==> src/verilog/gpio_buf_pkg.sv <==
package gpio_buf_pkg;
  localparam int          NPORT       = 5;
  localparam int          P1          = 0;
  localparam int          P2          = 1;
  localparam int          P6          = 2;
  localparam int          PA          = 3;
  localparam int          PH          = 4;
  localparam logic [7:0]  VALID_MASK [NPORT] = '{8'hff, 8'h0f, 8'h7f, 8'hfe, 8'hff};
  localparam logic [7:0]  RESET_VAL   = 8'h00;
  // Per-port word block: base is port index times 16
  localparam logic [3:0]  OFF_DIR     = 4'h0;
  localparam logic [3:0]  OFF_LATCH   = 4'h4;
  localparam logic [3:0]  OFF_RDBK    = 4'h8;
  localparam logic [3:0]  OFF_IBE     = 4'hc;
  localparam logic [7:0]  ADDR_PULLUP = 8'h50;
  localparam logic [7:0]  ADDR_ODS    = 8'h54;
  localparam logic [7:0]  ADDR_SNAP   = 8'h58;
  localparam logic [7:0]  ADDR_SENSE  = 8'h5c;
  localparam logic [7:0]  ODS_MASK    = 8'h0f;
  localparam int          CLK_PIN_BIT = 6;
  localparam int          TX_PIN_BIT  = 4;
  localparam logic [1:0]  SENSE_LOW   = 2'h0;
  localparam logic [1:0]  SENSE_FALL  = 2'h1;
  localparam logic [1:0]  SENSE_RISE  = 2'h2;
  localparam logic [1:0]  SENSE_BOTH  = 2'h3;
endpackage

==> src/verilog/gpio_pin_buffer_control.sv <==
`timescale 1ns/100ps
module gpio_pin_buffer_control (
  input  wire logic        sys_clk_i,
  input  wire logic        rstn_i,
  input  wire logic        ce_i,
  input  wire logic [7:0]  avs_address_i,
  input  wire logic        avs_read_i,
  input  wire logic        avs_write_i,
  input  wire logic [31:0] avs_writedata_i,
  input  wire logic [3:0]  avs_byteenable_i,
  output logic      [31:0] avs_readdata_o,
  output logic             avs_waitrequest_o,
  input  wire logic        serial_clock_out_enable_i,
  input  wire logic        serial_clock_out_i,
  input  wire logic        serial_tx_out_enable_i,
  input  wire logic        serial_tx_out_i,
  input  wire logic        snapshot_trigger_pin_i,
  input  wire logic [7:0]  p1_pin_i,
  input  wire logic [7:0]  p2_pin_i,
  input  wire logic [7:0]  p6_pin_i,
  input  wire logic [7:0]  pa_pin_i,
  input  wire logic [7:0]  ph_pin_i,
  output logic      [7:0]  p1_pin_o,
  output logic      [7:0]  p2_pin_o,
  output logic      [7:0]  p6_pin_o,
  output logic      [7:0]  pa_pin_o,
  output logic      [7:0]  ph_pin_o,
  output logic      [7:0]  p1_pin_oe_o,
  output logic      [7:0]  p2_pin_oe_o,
  output logic      [7:0]  p6_pin_oe_o,
  output logic      [7:0]  pa_pin_oe_o,
  output logic      [7:0]  ph_pin_oe_o,
  output logic      [7:0]  p1_periph_in_o,
  output logic      [7:0]  p2_periph_in_o,
  output logic      [7:0]  p6_periph_in_o,
  output logic      [7:0]  pa_periph_in_o,
  output logic      [7:0]  ph_periph_in_o,
  output logic      [7:0]  ph_pullup_on_o
);

  logic       rst_sync1_r;
  logic       rst_sync2_r;
  logic       rst_n;
  logic [7:0] pin_raw      [gpio_buf_pkg::NPORT];
  logic [7:0] pin_sync1_r  [gpio_buf_pkg::NPORT];
  logic [7:0] pin_sync2_r  [gpio_buf_pkg::NPORT];
  logic [7:0] dir_r        [gpio_buf_pkg::NPORT];
  logic [7:0] latch_r      [gpio_buf_pkg::NPORT];
  logic [7:0] ibe_r        [gpio_buf_pkg::NPORT];
  logic [7:0] drv_en_nxt   [gpio_buf_pkg::NPORT];
  logic [7:0] drv_val_nxt  [gpio_buf_pkg::NPORT];
  logic [7:0] pin_out_r    [gpio_buf_pkg::NPORT];
  logic [7:0] pin_oe_r     [gpio_buf_pkg::NPORT];
  logic [7:0] periph_in_r  [gpio_buf_pkg::NPORT];
  logic [7:0] pullup_r;
  logic [7:0] ods_r;
  logic [7:0] snap_r;
  logic [1:0] sense_r;
  logic [7:0] pullup_on_r;
  logic       trig_sync1_r;
  logic       trig_sync2_r;
  logic       trig_prev_r;
  logic       trig_hit;
  logic       wait_r;
  logic [31:0] rdata_r;
  logic       wr_go;
  logic       rd_go;

  // Reset asserts at once, releases after two clocks
  always_ff @(posedge sys_clk_i or negedge rstn_i) begin
    if (!rstn_i) begin
      rst_sync1_r <= 1'b0;
      rst_sync2_r <= 1'b0;
    end else begin
      rst_sync1_r <= 1'b1;
      rst_sync2_r <= rst_sync1_r;
    end
  end
  assign rst_n = rst_sync2_r;

  assign pin_raw[gpio_buf_pkg::P1] = p1_pin_i;
  assign pin_raw[gpio_buf_pkg::P2] = p2_pin_i;
  assign pin_raw[gpio_buf_pkg::P6] = p6_pin_i;
  assign pin_raw[gpio_buf_pkg::PA] = pa_pin_i;
  assign pin_raw[gpio_buf_pkg::PH] = ph_pin_i;

  // Pins are asynchronous to the system clock
  always_ff @(posedge sys_clk_i or negedge rst_n) begin
    if (!rst_n) begin
      for (int k = 0; k < gpio_buf_pkg::NPORT; k++) begin
        pin_sync1_r[k] <= 8'h00;
        pin_sync2_r[k] <= 8'h00;
      end
    end else if (ce_i) begin
      for (int k = 0; k < gpio_buf_pkg::NPORT; k++) begin
        pin_sync1_r[k] <= pin_raw[k];
        pin_sync2_r[k] <= pin_sync1_r[k];
      end
    end
  end

  // Trigger idles high, so reset high to avoid a false edge
  always_ff @(posedge sys_clk_i or negedge rst_n) begin
    if (!rst_n) begin
      trig_sync1_r <= 1'b1;
      trig_sync2_r <= 1'b1;
      trig_prev_r  <= 1'b1;
    end else if (ce_i) begin
      trig_sync1_r <= snapshot_trigger_pin_i;
      trig_sync2_r <= trig_sync1_r;
      trig_prev_r  <= trig_sync2_r;
    end
  end

  function automatic logic [7:0] lane(input logic [31:0] d, input int k);
    lane = d[7:0] & gpio_buf_pkg::VALID_MASK[k];
  endfunction

  function automatic logic port_sel(input logic [7:0] a, input int k, input logic [3:0] off);
    port_sel = (a[7:4] == 4'(k)) && (a[3:0] == off);
  endfunction

  // Buffer enable deliberately not applied here
  function automatic logic [7:0] rdbk(input logic [7:0] d, input logic [7:0] q, input logic [7:0] p,
                                      input int k);
    rdbk = ((d & q) | (~d & p)) & gpio_buf_pkg::VALID_MASK[k];
  endfunction

  // Bus: one wait cycle, then the answer edge
  assign wr_go = avs_write_i & ~wait_r & avs_byteenable_i[0];
  assign rd_go = avs_read_i & wait_r;

  always_ff @(posedge sys_clk_i or negedge rst_n) begin
    if (!rst_n) begin
      wait_r <= 1'b1;
    end else if (ce_i) begin
      wait_r <= ~((avs_read_i | avs_write_i) & wait_r);
    end
  end

  always_ff @(posedge sys_clk_i or negedge rst_n) begin
    if (!rst_n) begin
      for (int k = 0; k < gpio_buf_pkg::NPORT; k++) begin
        dir_r[k]   <= gpio_buf_pkg::RESET_VAL;
        latch_r[k] <= gpio_buf_pkg::RESET_VAL;
        ibe_r[k]   <= gpio_buf_pkg::RESET_VAL;
      end
    end else if (ce_i && wr_go) begin
      for (int k = 0; k < gpio_buf_pkg::NPORT; k++) begin
        if (port_sel(avs_address_i, k, gpio_buf_pkg::OFF_DIR)) begin
          dir_r[k] <= lane(avs_writedata_i, k);
        end else if (port_sel(avs_address_i, k, gpio_buf_pkg::OFF_LATCH)) begin
          latch_r[k] <= lane(avs_writedata_i, k);
        end else if (port_sel(avs_address_i, k, gpio_buf_pkg::OFF_IBE)) begin
          ibe_r[k] <= lane(avs_writedata_i, k);
        end
      end
    end
  end

  // Pull-up register exists for group H only
  always_ff @(posedge sys_clk_i or negedge rst_n) begin
    if (!rst_n) begin
      pullup_r <= gpio_buf_pkg::RESET_VAL;
    end else if (ce_i && wr_go && avs_address_i == gpio_buf_pkg::ADDR_PULLUP) begin
      pullup_r <= avs_writedata_i[7:0];
    end
  end

  always_ff @(posedge sys_clk_i or negedge rst_n) begin
    if (!rst_n) begin
      ods_r <= gpio_buf_pkg::RESET_VAL;
    end else if (ce_i && wr_go && avs_address_i == gpio_buf_pkg::ADDR_ODS) begin
      ods_r <= avs_writedata_i[7:0] & gpio_buf_pkg::ODS_MASK;
    end
  end

  always_ff @(posedge sys_clk_i or negedge rst_n) begin
    if (!rst_n) begin
      sense_r <= gpio_buf_pkg::SENSE_LOW;
    end else if (ce_i && wr_go && avs_address_i == gpio_buf_pkg::ADDR_SENSE) begin
      sense_r <= avs_writedata_i[1:0];
    end
  end

  // Read data latched while wait is high, stands at the answer edge
  always_ff @(posedge sys_clk_i or negedge rst_n) begin
    if (!rst_n) begin
      rdata_r <= 32'h0000_0000;
    end else if (ce_i && rd_go) begin
      rdata_r <= 32'h0000_0000;
      for (int k = 0; k < gpio_buf_pkg::NPORT; k++) begin
        if (avs_address_i[7:4] == 4'(k)) begin
          if (avs_address_i[3:0] == gpio_buf_pkg::OFF_LATCH) begin
            rdata_r[7:0] <= latch_r[k];
          end else if (avs_address_i[3:0] == gpio_buf_pkg::OFF_RDBK) begin
            rdata_r[7:0] <= rdbk(dir_r[k], latch_r[k], pin_sync2_r[k], k);
          end else if (avs_address_i[3:0] == gpio_buf_pkg::OFF_IBE) begin
            rdata_r[7:0] <= ibe_r[k];
          end
        end
      end
      if (avs_address_i == gpio_buf_pkg::ADDR_PULLUP) begin
        rdata_r[7:0] <= pullup_r;
      end else if (avs_address_i == gpio_buf_pkg::ADDR_ODS) begin
        rdata_r[7:0] <= ods_r;
      end else if (avs_address_i == gpio_buf_pkg::ADDR_SNAP) begin
        rdata_r[7:0] <= snap_r;
      end else if (avs_address_i == gpio_buf_pkg::ADDR_SENSE) begin
        rdata_r[1:0] <= sense_r;
      end
    end
  end

  // Output selection per pin
  always_comb begin
    for (int k = 0; k < gpio_buf_pkg::NPORT; k++) begin
      drv_en_nxt[k]  = dir_r[k] & gpio_buf_pkg::VALID_MASK[k];
      drv_val_nxt[k] = latch_r[k];
    end
    if (serial_clock_out_enable_i) begin
      drv_en_nxt[gpio_buf_pkg::P1][gpio_buf_pkg::CLK_PIN_BIT]  = 1'b1;
      drv_val_nxt[gpio_buf_pkg::P1][gpio_buf_pkg::CLK_PIN_BIT] = serial_clock_out_i;
    end
    if (serial_tx_out_enable_i) begin
      drv_en_nxt[gpio_buf_pkg::P1][gpio_buf_pkg::TX_PIN_BIT]  = 1'b1;
      drv_val_nxt[gpio_buf_pkg::P1][gpio_buf_pkg::TX_PIN_BIT] = serial_tx_out_i;
    end
    // Open drain: enable only while driving a low
    drv_en_nxt[gpio_buf_pkg::P2] = drv_en_nxt[gpio_buf_pkg::P2]
                                   & ~(ods_r & drv_val_nxt[gpio_buf_pkg::P2]);
    drv_val_nxt[gpio_buf_pkg::P2] = drv_val_nxt[gpio_buf_pkg::P2] & ~ods_r;
  end

  always_ff @(posedge sys_clk_i or negedge rst_n) begin
    if (!rst_n) begin
      for (int k = 0; k < gpio_buf_pkg::NPORT; k++) begin
        pin_out_r[k] <= 8'h00;
        pin_oe_r[k]  <= 8'h00;
      end
    end else if (ce_i) begin
      for (int k = 0; k < gpio_buf_pkg::NPORT; k++) begin
        pin_out_r[k] <= drv_val_nxt[k];
        pin_oe_r[k]  <= drv_en_nxt[k];
      end
    end
  end

  always_ff @(posedge sys_clk_i or negedge rst_n) begin
    if (!rst_n) begin
      for (int k = 0; k < gpio_buf_pkg::NPORT; k++) begin
        periph_in_r[k] <= 8'hff;
      end
    end else if (ce_i) begin
      for (int k = 0; k < gpio_buf_pkg::NPORT; k++) begin
        // Peripherals see a steady high while the buffer is off
        periph_in_r[k] <= pin_sync2_r[k] | ~ibe_r[k];
      end
    end
  end

  // No peripheral outputs on group H, so driven means direction set
  always_ff @(posedge sys_clk_i or negedge rst_n) begin
    if (!rst_n) begin
      pullup_on_r <= 8'h00;
    end else if (ce_i) begin
      pullup_on_r <= pullup_r & ~dir_r[gpio_buf_pkg::PH];
    end
  end

  // Level sense latches every cycle while the trigger is low
  always_comb begin
    case (sense_r)
      gpio_buf_pkg::SENSE_LOW:  trig_hit = ~trig_sync2_r;
      gpio_buf_pkg::SENSE_FALL: trig_hit = trig_prev_r & ~trig_sync2_r;
      gpio_buf_pkg::SENSE_RISE: trig_hit = ~trig_prev_r & trig_sync2_r;
      default:                  trig_hit = trig_prev_r ^ trig_sync2_r;
    endcase
  end

  always_ff @(posedge sys_clk_i or negedge rst_n) begin
    if (!rst_n) begin
      snap_r <= 8'h00;
    end else if (ce_i && trig_hit) begin
      snap_r <= pin_sync2_r[gpio_buf_pkg::PH];
    end
  end

  assign avs_readdata_o    = rdata_r;
  assign avs_waitrequest_o = wait_r;
  assign p1_pin_o          = pin_out_r[gpio_buf_pkg::P1];
  assign p2_pin_o          = pin_out_r[gpio_buf_pkg::P2];
  assign p6_pin_o          = pin_out_r[gpio_buf_pkg::P6];
  assign pa_pin_o          = pin_out_r[gpio_buf_pkg::PA];
  assign ph_pin_o          = pin_out_r[gpio_buf_pkg::PH];
  assign p1_pin_oe_o       = pin_oe_r[gpio_buf_pkg::P1];
  assign p2_pin_oe_o       = pin_oe_r[gpio_buf_pkg::P2];
  assign p6_pin_oe_o       = pin_oe_r[gpio_buf_pkg::P6];
  assign pa_pin_oe_o       = pin_oe_r[gpio_buf_pkg::PA];
  assign ph_pin_oe_o       = pin_oe_r[gpio_buf_pkg::PH];
  assign p1_periph_in_o    = periph_in_r[gpio_buf_pkg::P1];
  assign p2_periph_in_o    = periph_in_r[gpio_buf_pkg::P2];
  assign p6_periph_in_o    = periph_in_r[gpio_buf_pkg::P6];
  assign pa_periph_in_o    = periph_in_r[gpio_buf_pkg::PA];
  assign ph_periph_in_o    = periph_in_r[gpio_buf_pkg::PH];
  assign ph_pullup_on_o    = pullup_on_r;

endmodule // gpio_pin_buffer_control

==> config.mk <==
export PLATFORM = sky130hd
export DESIGN_NAME = gpio_pin_buffer_control
export DESIGN_NICKNAME = d
export VERILOG_FILES = /design/src/verilog/gpio_buf_pkg.sv /design/src/verilog/gpio_pin_buffer_control.sv
export SDC_FILE = /design/constraint.sdc
export NUM_CORES = 1
export LEC_CHECK = 0
export BUFFER_PORTS_ARGS = -buffer_cell sky130_fd_sc_hd__buf_2
export CAP_MARGIN = 10
export CORE_MARGIN = 5
export CORE_UTILIZATION = 40
export DETAILED_ROUTE_END_ITERATION = 8
export PLACE_DENSITY_LB_ADDON = 0.1
export SETUP_SLACK_MARGIN = 0.02
export SLEW_MARGIN = 20
export SYNTH_ARGS = -nofsm -noshare
export SYNTH_HDL_FRONTEND = slang
export SYNTH_SLANG_ARGS = --single-unit
==> constraint.sdc <==
create_clock -name sys_clk_i -period 20.1 [get_ports sys_clk_i]
set_input_delay 2.01 -clock sys_clk_i [delete_from_list [all_inputs] [get_ports sys_clk_i]]
set_output_delay 2.01 -clock sys_clk_i [all_outputs]
set_load 0.02 [all_outputs]
Yosys cells after proc, flatten, opt, wreduce, memory -nomap -nowiden. Cells that the tools add are included.

Register bits: 342. Bits in latches: 0. Memory bits (writable): 0. Bits in read-only memories: 0. Output and inout port bits: 161. Logic and storage cells: 193. Memories kept: 0.

Add/subtract/negate cells: 0. Multipliers: 0. Divide/modulo/power cells: 0. $lt $le $gt $ge: 0. Equality and inequality tests: 13. Shift operators: 0. Multiplexer cells: 31. Bitwise logic cells: 58. Reductions and logical operators: 39.

Operators with widths (number): 2-to-1 mux 8 bit (23); OR 8 bit (8); bitwise AND 8 bit (7); NOT 8 bit (6); == test 8 x 7 -> 1 bit, second input constant (4); NOT 4 -> 8 bit (3); logical AND 1 bit (21); AND reduction 4 bit (5); bitwise AND 4 x 8 -> 8 bit (2); AND reduction 3 bit (5); bitwise AND 7 bit (2); NOT 1 bit (14); bitwise AND 4 bit (3); AND reduction 2 bit (5); == test 4 x 2 -> 1 bit, second input constant (2); == test 4 x 3 -> 1 bit, second input constant (2); == test 4 bit, second input constant (2); zero test 4 bit (2); NOT 7 -> 8 bit (1); NOT 7 bit (1); OR 7 bit (1); bitwise AND 1 bit (6); 2-to-1 mux 6 bit (1); == test 4 x 1 -> 1 bit, second input constant (1); other kinds (10) (14).

Depth between registers and ports, before layout.
Depth in word-level cells: 27. Gate-level depth with buffers: 9.

Worst setup path after synthesis. No wires, ideal clock.

Path type: input to register. Start point: in avs_address_i[1]. End point: reg dir_r[16] (netlist bit). Setup time: 0.125 ns. Arrival time: 3.552 ns. Data required time: 19.975 ns. Setup slack: 16.423 ns. Cell stages on the path: 6. Buffers on the path: 2. Cell sequence: or3_1 > buf_2 > or3_1 > buf_6 > nor2_2 > mux2_2.

Longest elaborated chain between the ends: 3.

RTL lines: start: declaration (RTL line gpio_pin_buffer_control.sv:6) `input wire logic [7:0] avs_address_i,`; zero test 4 bit (RTL line gpio_pin_buffer_control.sv:120) `port_sel = (a[7:4] == 4'(k)) && (a[3:0] == off);`; logical AND 1 bit (RTL line gpio_pin_buffer_control.sv:120); AND reduction 2 bit (no source line); end signal: indexed assignment (RTL line gpio_pin_buffer_control.sv:144) `dir_r[k] <= gpio_buf_pkg::RESET_VAL;`; end signal: indexed assignment (RTL line gpio_pin_buffer_control.sv:151) `dir_r[k] <= lane(avs_writedata_i, k);`; end: declaration (RTL line gpio_pin_buffer_control.sv:47) `logic [7:0] dir_r [gpio_buf_pkg::NPORT];`.

Every way passes these cells. A chain may end at the register's enable or synchronous reset.

Worst setup path in the final report.
Start point: in avs_address_i[2]. End point: reg latch_r (netlist bit drv_val_nxt[16]).

Longest elaborated chain between the ends: 4. Elaborated cells on any way between the ends: 6. Classes of those cells: eq/ne: 1; bitwise: 1; reduce/logical: 4.

RTL lines: zero test 4 bit (RTL line gpio_pin_buffer_control.sv:120); logical AND 1 bit (RTL line gpio_pin_buffer_control.sv:120); NOT 1 bit (no source line); AND reduction 3 bit (no source line) *; end signal: indexed assignment (RTL line gpio_pin_buffer_control.sv:145) `latch_r[k] <= gpio_buf_pkg::RESET_VAL;`; end signal: indexed assignment (RTL line gpio_pin_buffer_control.sv:153) `latch_r[k] <= lane(avs_writedata_i, k);`; end: declaration (RTL line gpio_pin_buffer_control.sv:48) `logic [7:0] latch_r [gpio_buf_pkg::NPORT];`.

Mark *: on every way between the ends. The rest lies on a longest branch, timed or not.

==> flow_summary.json <==
{
  "internal_power_w": 0.00114,
  "synth_cells": 1174,
  "die_y_um": 197,
  "ys_warn_count": 0,
  "grt_use_total_pct": 20.5,
  "reg2reg_slack_ns": 17.55,
  "setup_tns_ns": 0,
  "cts_tree": "yes",
  "drcViolationCount": 0,
  "hold_viol": 0,
  "die_x_um": 197,
  "worstMarginPinSlew_ns": 1.11,
  "finalPower_w": 0.00151,
  "synth_fa_ha_area_share_pct": 0.178,
  "wire_per_inst_um": 22.5,
  "worstHoldStart": "rst_sync1_r",
  "via_count": 9701,
  "first_iter_violations": 661,
  "rsz0062_at_grt": "false",
  "synth-simple-area-share_pct": 8.20,
  "status": "finished, final reports clean",
  "ys_seq_area_share_pct": 56.7,
  "final_cell_mix": "dfrtp_1 (277), mux2_2 (203), buf_2 (178)",
  "dp.cells": 1751,
  "cts_resized": 0,
  "syn_area_per_cell_um2": 12.0,
  "endpoint_kind": "flop",
  "rr_endpoint": "ibe_r[39]",
  "fmax_ghz": 0.224,
  "finalSetupViolations": 0,
  "area_growth_pct": 17.4,
  "synth-seq-cells": 316,
  "p_seq_share_pct": 45.4,
  "comb_power_share_pct": 7.7,
  "critPathBufInv": 4,
  "root_buffer": "clkbuf_16",
  "p_leak_nw": 7.87,
  "avgViaCountPerCell": 5.33,
  "numPortBuffers": 179,
  "critPathLaunchType": "input pin",
  "fin_crit_ns": 4.46,
  "hp-class": "flop to flop",
  "clkLatencyLatePin_ns": 0.52,
  "synthXorXnorAreaFrac_pct": 0,
  "cp_top_family": "buffers and inverters",
  "final_common_cell": "dfrtp_1",
  "critPathSlowestCell": "nor2_2",
  "power.density_nw_per_um2": 91.5,
  "cts.path.max_buffers": 3,
  "hpwl_mm": 28.4,
  "synth_cell_types": 65,
  "netlist_area_um2": 14000,
  "htreeDepth": 2,
  "ant_nets": 0,
  "layout.cells.non_filler": 1820,
  "maxCapViolCount": 0,
  "relSlewSlack_pct": 25.7,
  "finalCritPeriodShare_pct": 22.2,
  "crit_chain": "buf_2 > buf_4 > inv_1 > buf_4 > nor3_4 > nand2_1 > nor2_2 > mux2_2",
  "final_max_slew_viol_count": 0,
  "path_class": "input pin to flop",
  "p_clk_share_pct": 46.9,
  "start_util_pct": 40.5,
  "grt_max_degree": 175,
  "critPathMaxStageDelay_ns": 0.50,
  "holdBufCountCts": 0,
  "antenna_found_initial": 2,
  "synthMuxAreaShare_pct": 19.8,
  "min_path_cells": 0,
  "worstRegToRegCells": 4,
  "critPathArrivalTime_ns": 4.87,
  "async_flop_share_pct": 100,
  "drtPass1Iterations": 8,
  "cts_buffers": 37,
  "synth_top_family_by_area": "multiplexers",
  "fin_nets": 1431,
  "cp_common_cell": "buf_4",
  "row_count": 68,
  "wl_mm": 40.9,
  "holdWs_ns": 0.352,
  "synthFlopType": "dfrtp_1",
  "grt_pass1_vias": 9450,
  "cts_setup_buffers": 0,
  "ios": 255,
  "synth_edf_count": 0,
  "core_area_um2": 34600,
  "gp_congestion": 0.877,
  "cts_sinks": 316,
  "place_area_um2": 15200,
  "fin_area_um2": 16500,
  "synth_compound_area_share_pct": 9.34,
  "cp_max_fo": 40,
  "ir_drop_uv": 57.2,
  "grt_first_pass_wirelength_mm": 61.4,
  "skew_ns": 0.0120,
  "p_switching_w": 0.000363,
  "hold_end": "rst_n",
  "clk_pin_slew_ns": 0.06,
  "swShare_pct": 24.1,
  "die_area_um2": 38900,
  "n_fill_cell": 3248,
  "grt_overflow": 0,
  "crit_required_ns": 20.50,
  "drive_gt1_share_pct": 38.3,
  "rr_startpoint": "avs_waitrequest_o"
}
[metal layers]
layer | routed length [µm] | vias to the layer above | GRT usage (%)
li1 | - | 4414 | -
met3 | 2680 | 45 | 4.32
met4 | 685 | 2 | 4.44
met5 | 20 | - | 0
met2 | 17800 | 308 | 29.8
met1 | 19800 | 4932 | 31.5
[worst register-to-register path, cell delays in order, from the launching register on]
cell      delay (ns)
dfstp_2         0.40
nand4b_1        0.28
nor3_2          0.73
nand2_1         0.59
mux2_2          0.44
[sequential cells by signal (all words and copies together), names as in the netlist, 28 cells and up]
name	flops
drv_val_nxt	28
pin_sync1_r	34
dir_r	34
pin_sync2_r	34
ibe_r	34
[worst max-delay path by stage]
stage	startpoint	cells after the start	slack [ns]	to
after floorplan	rst_n	0	10.71	avs_readdata_o[0]
after detailed placement	avs_address_i[2]	8	15.17	drv_val_nxt[0]
after global routing	avs_address_i[2]	8	15.51	drv_val_nxt[3]
after global placement	avs_address_i[3]	6	15.19	ibe_r[39]
final	avs_address_i[2]	8	15.64	drv_val_nxt[16]
after CTS	avs_address_i[2]	8	15.69	drv_val_nxt[5]
[power by group through the flow]
stage	sequential, W	clock (W)	combinational, W
after global placement	0.000695	0	0.000115
after global routing	0.000688	0.000750	0.000128
after detailed placement	0.000695	0	0.000116
after floorplan	0.000700	0	0.0000718
after CTS	0.000684	0.000725	0.000117
final	0.000684	0.000707	0.000116
[final cells by class]
| class | count | area, µm² | share of cell area, % |
|---|---|---|---|
| Tap cell | 455 | 569 | 3.46 |
| Multi-Input combinational cell | 736 | 5430 | 33.0 |
| Inverter | 55 | 206 | 1.25 |
| Sequential cell | 316 | 7960 | 48.3 |
| Timing Repair Buffer | 189 | 993 | 6.03 |
| Antenna cell | 1 | 2.50 | 0.0152 |
| Clock buffer | 54 | 1130 | 6.88 |
| Clock inverter | 14 | 174 | 1.06 |
[cell usage after synthesis (all sizes together), types with 6 or more instances]
library cell / instances / area, µm²
a21oi: 36 / 180
a22oi: 6 / 45.0
a31oi: 39 / 244
buf: 55 / 402
clkbuf: 53 / 199
dfrtp: 278 / 6960
dfstp: 38 / 998
inv: 55 / 206
mux2: 211 / 2410
mux2i: 37 / 370
nand2: 77 / 292
nand2b: 6 / 45.0
nand3: 16 / 80.1
nand3b: 12 / 90.1
nor2: 70 / 285
nor3: 14 / 97.6
o211ai: 7 / 52.6
o21ai: 80 / 400
o22ai: 13 / 81.3
[cells by family after synthesis]
kind of cell / after synthesis
flip-flops: 316
AND/OR/NAND/NOR: 226
other: 2
AO/OA/AOI/OAI: 217
adder cells (fa/ha/maj): 2
multiplexers: 248
buffers and inverters: 163
[per-stage QoR]
stage	util (%)	setup WS, ns
2_1_floorplan	-	10.71
5_1_grt	47.6	15.51
3_3_place_gp	43.8	15.19
3_5_place_dp	43.8	15.17
6_report	47.6	15.64
4_1_cts	47.6	15.69
Power figures use the tool's default switching activity.
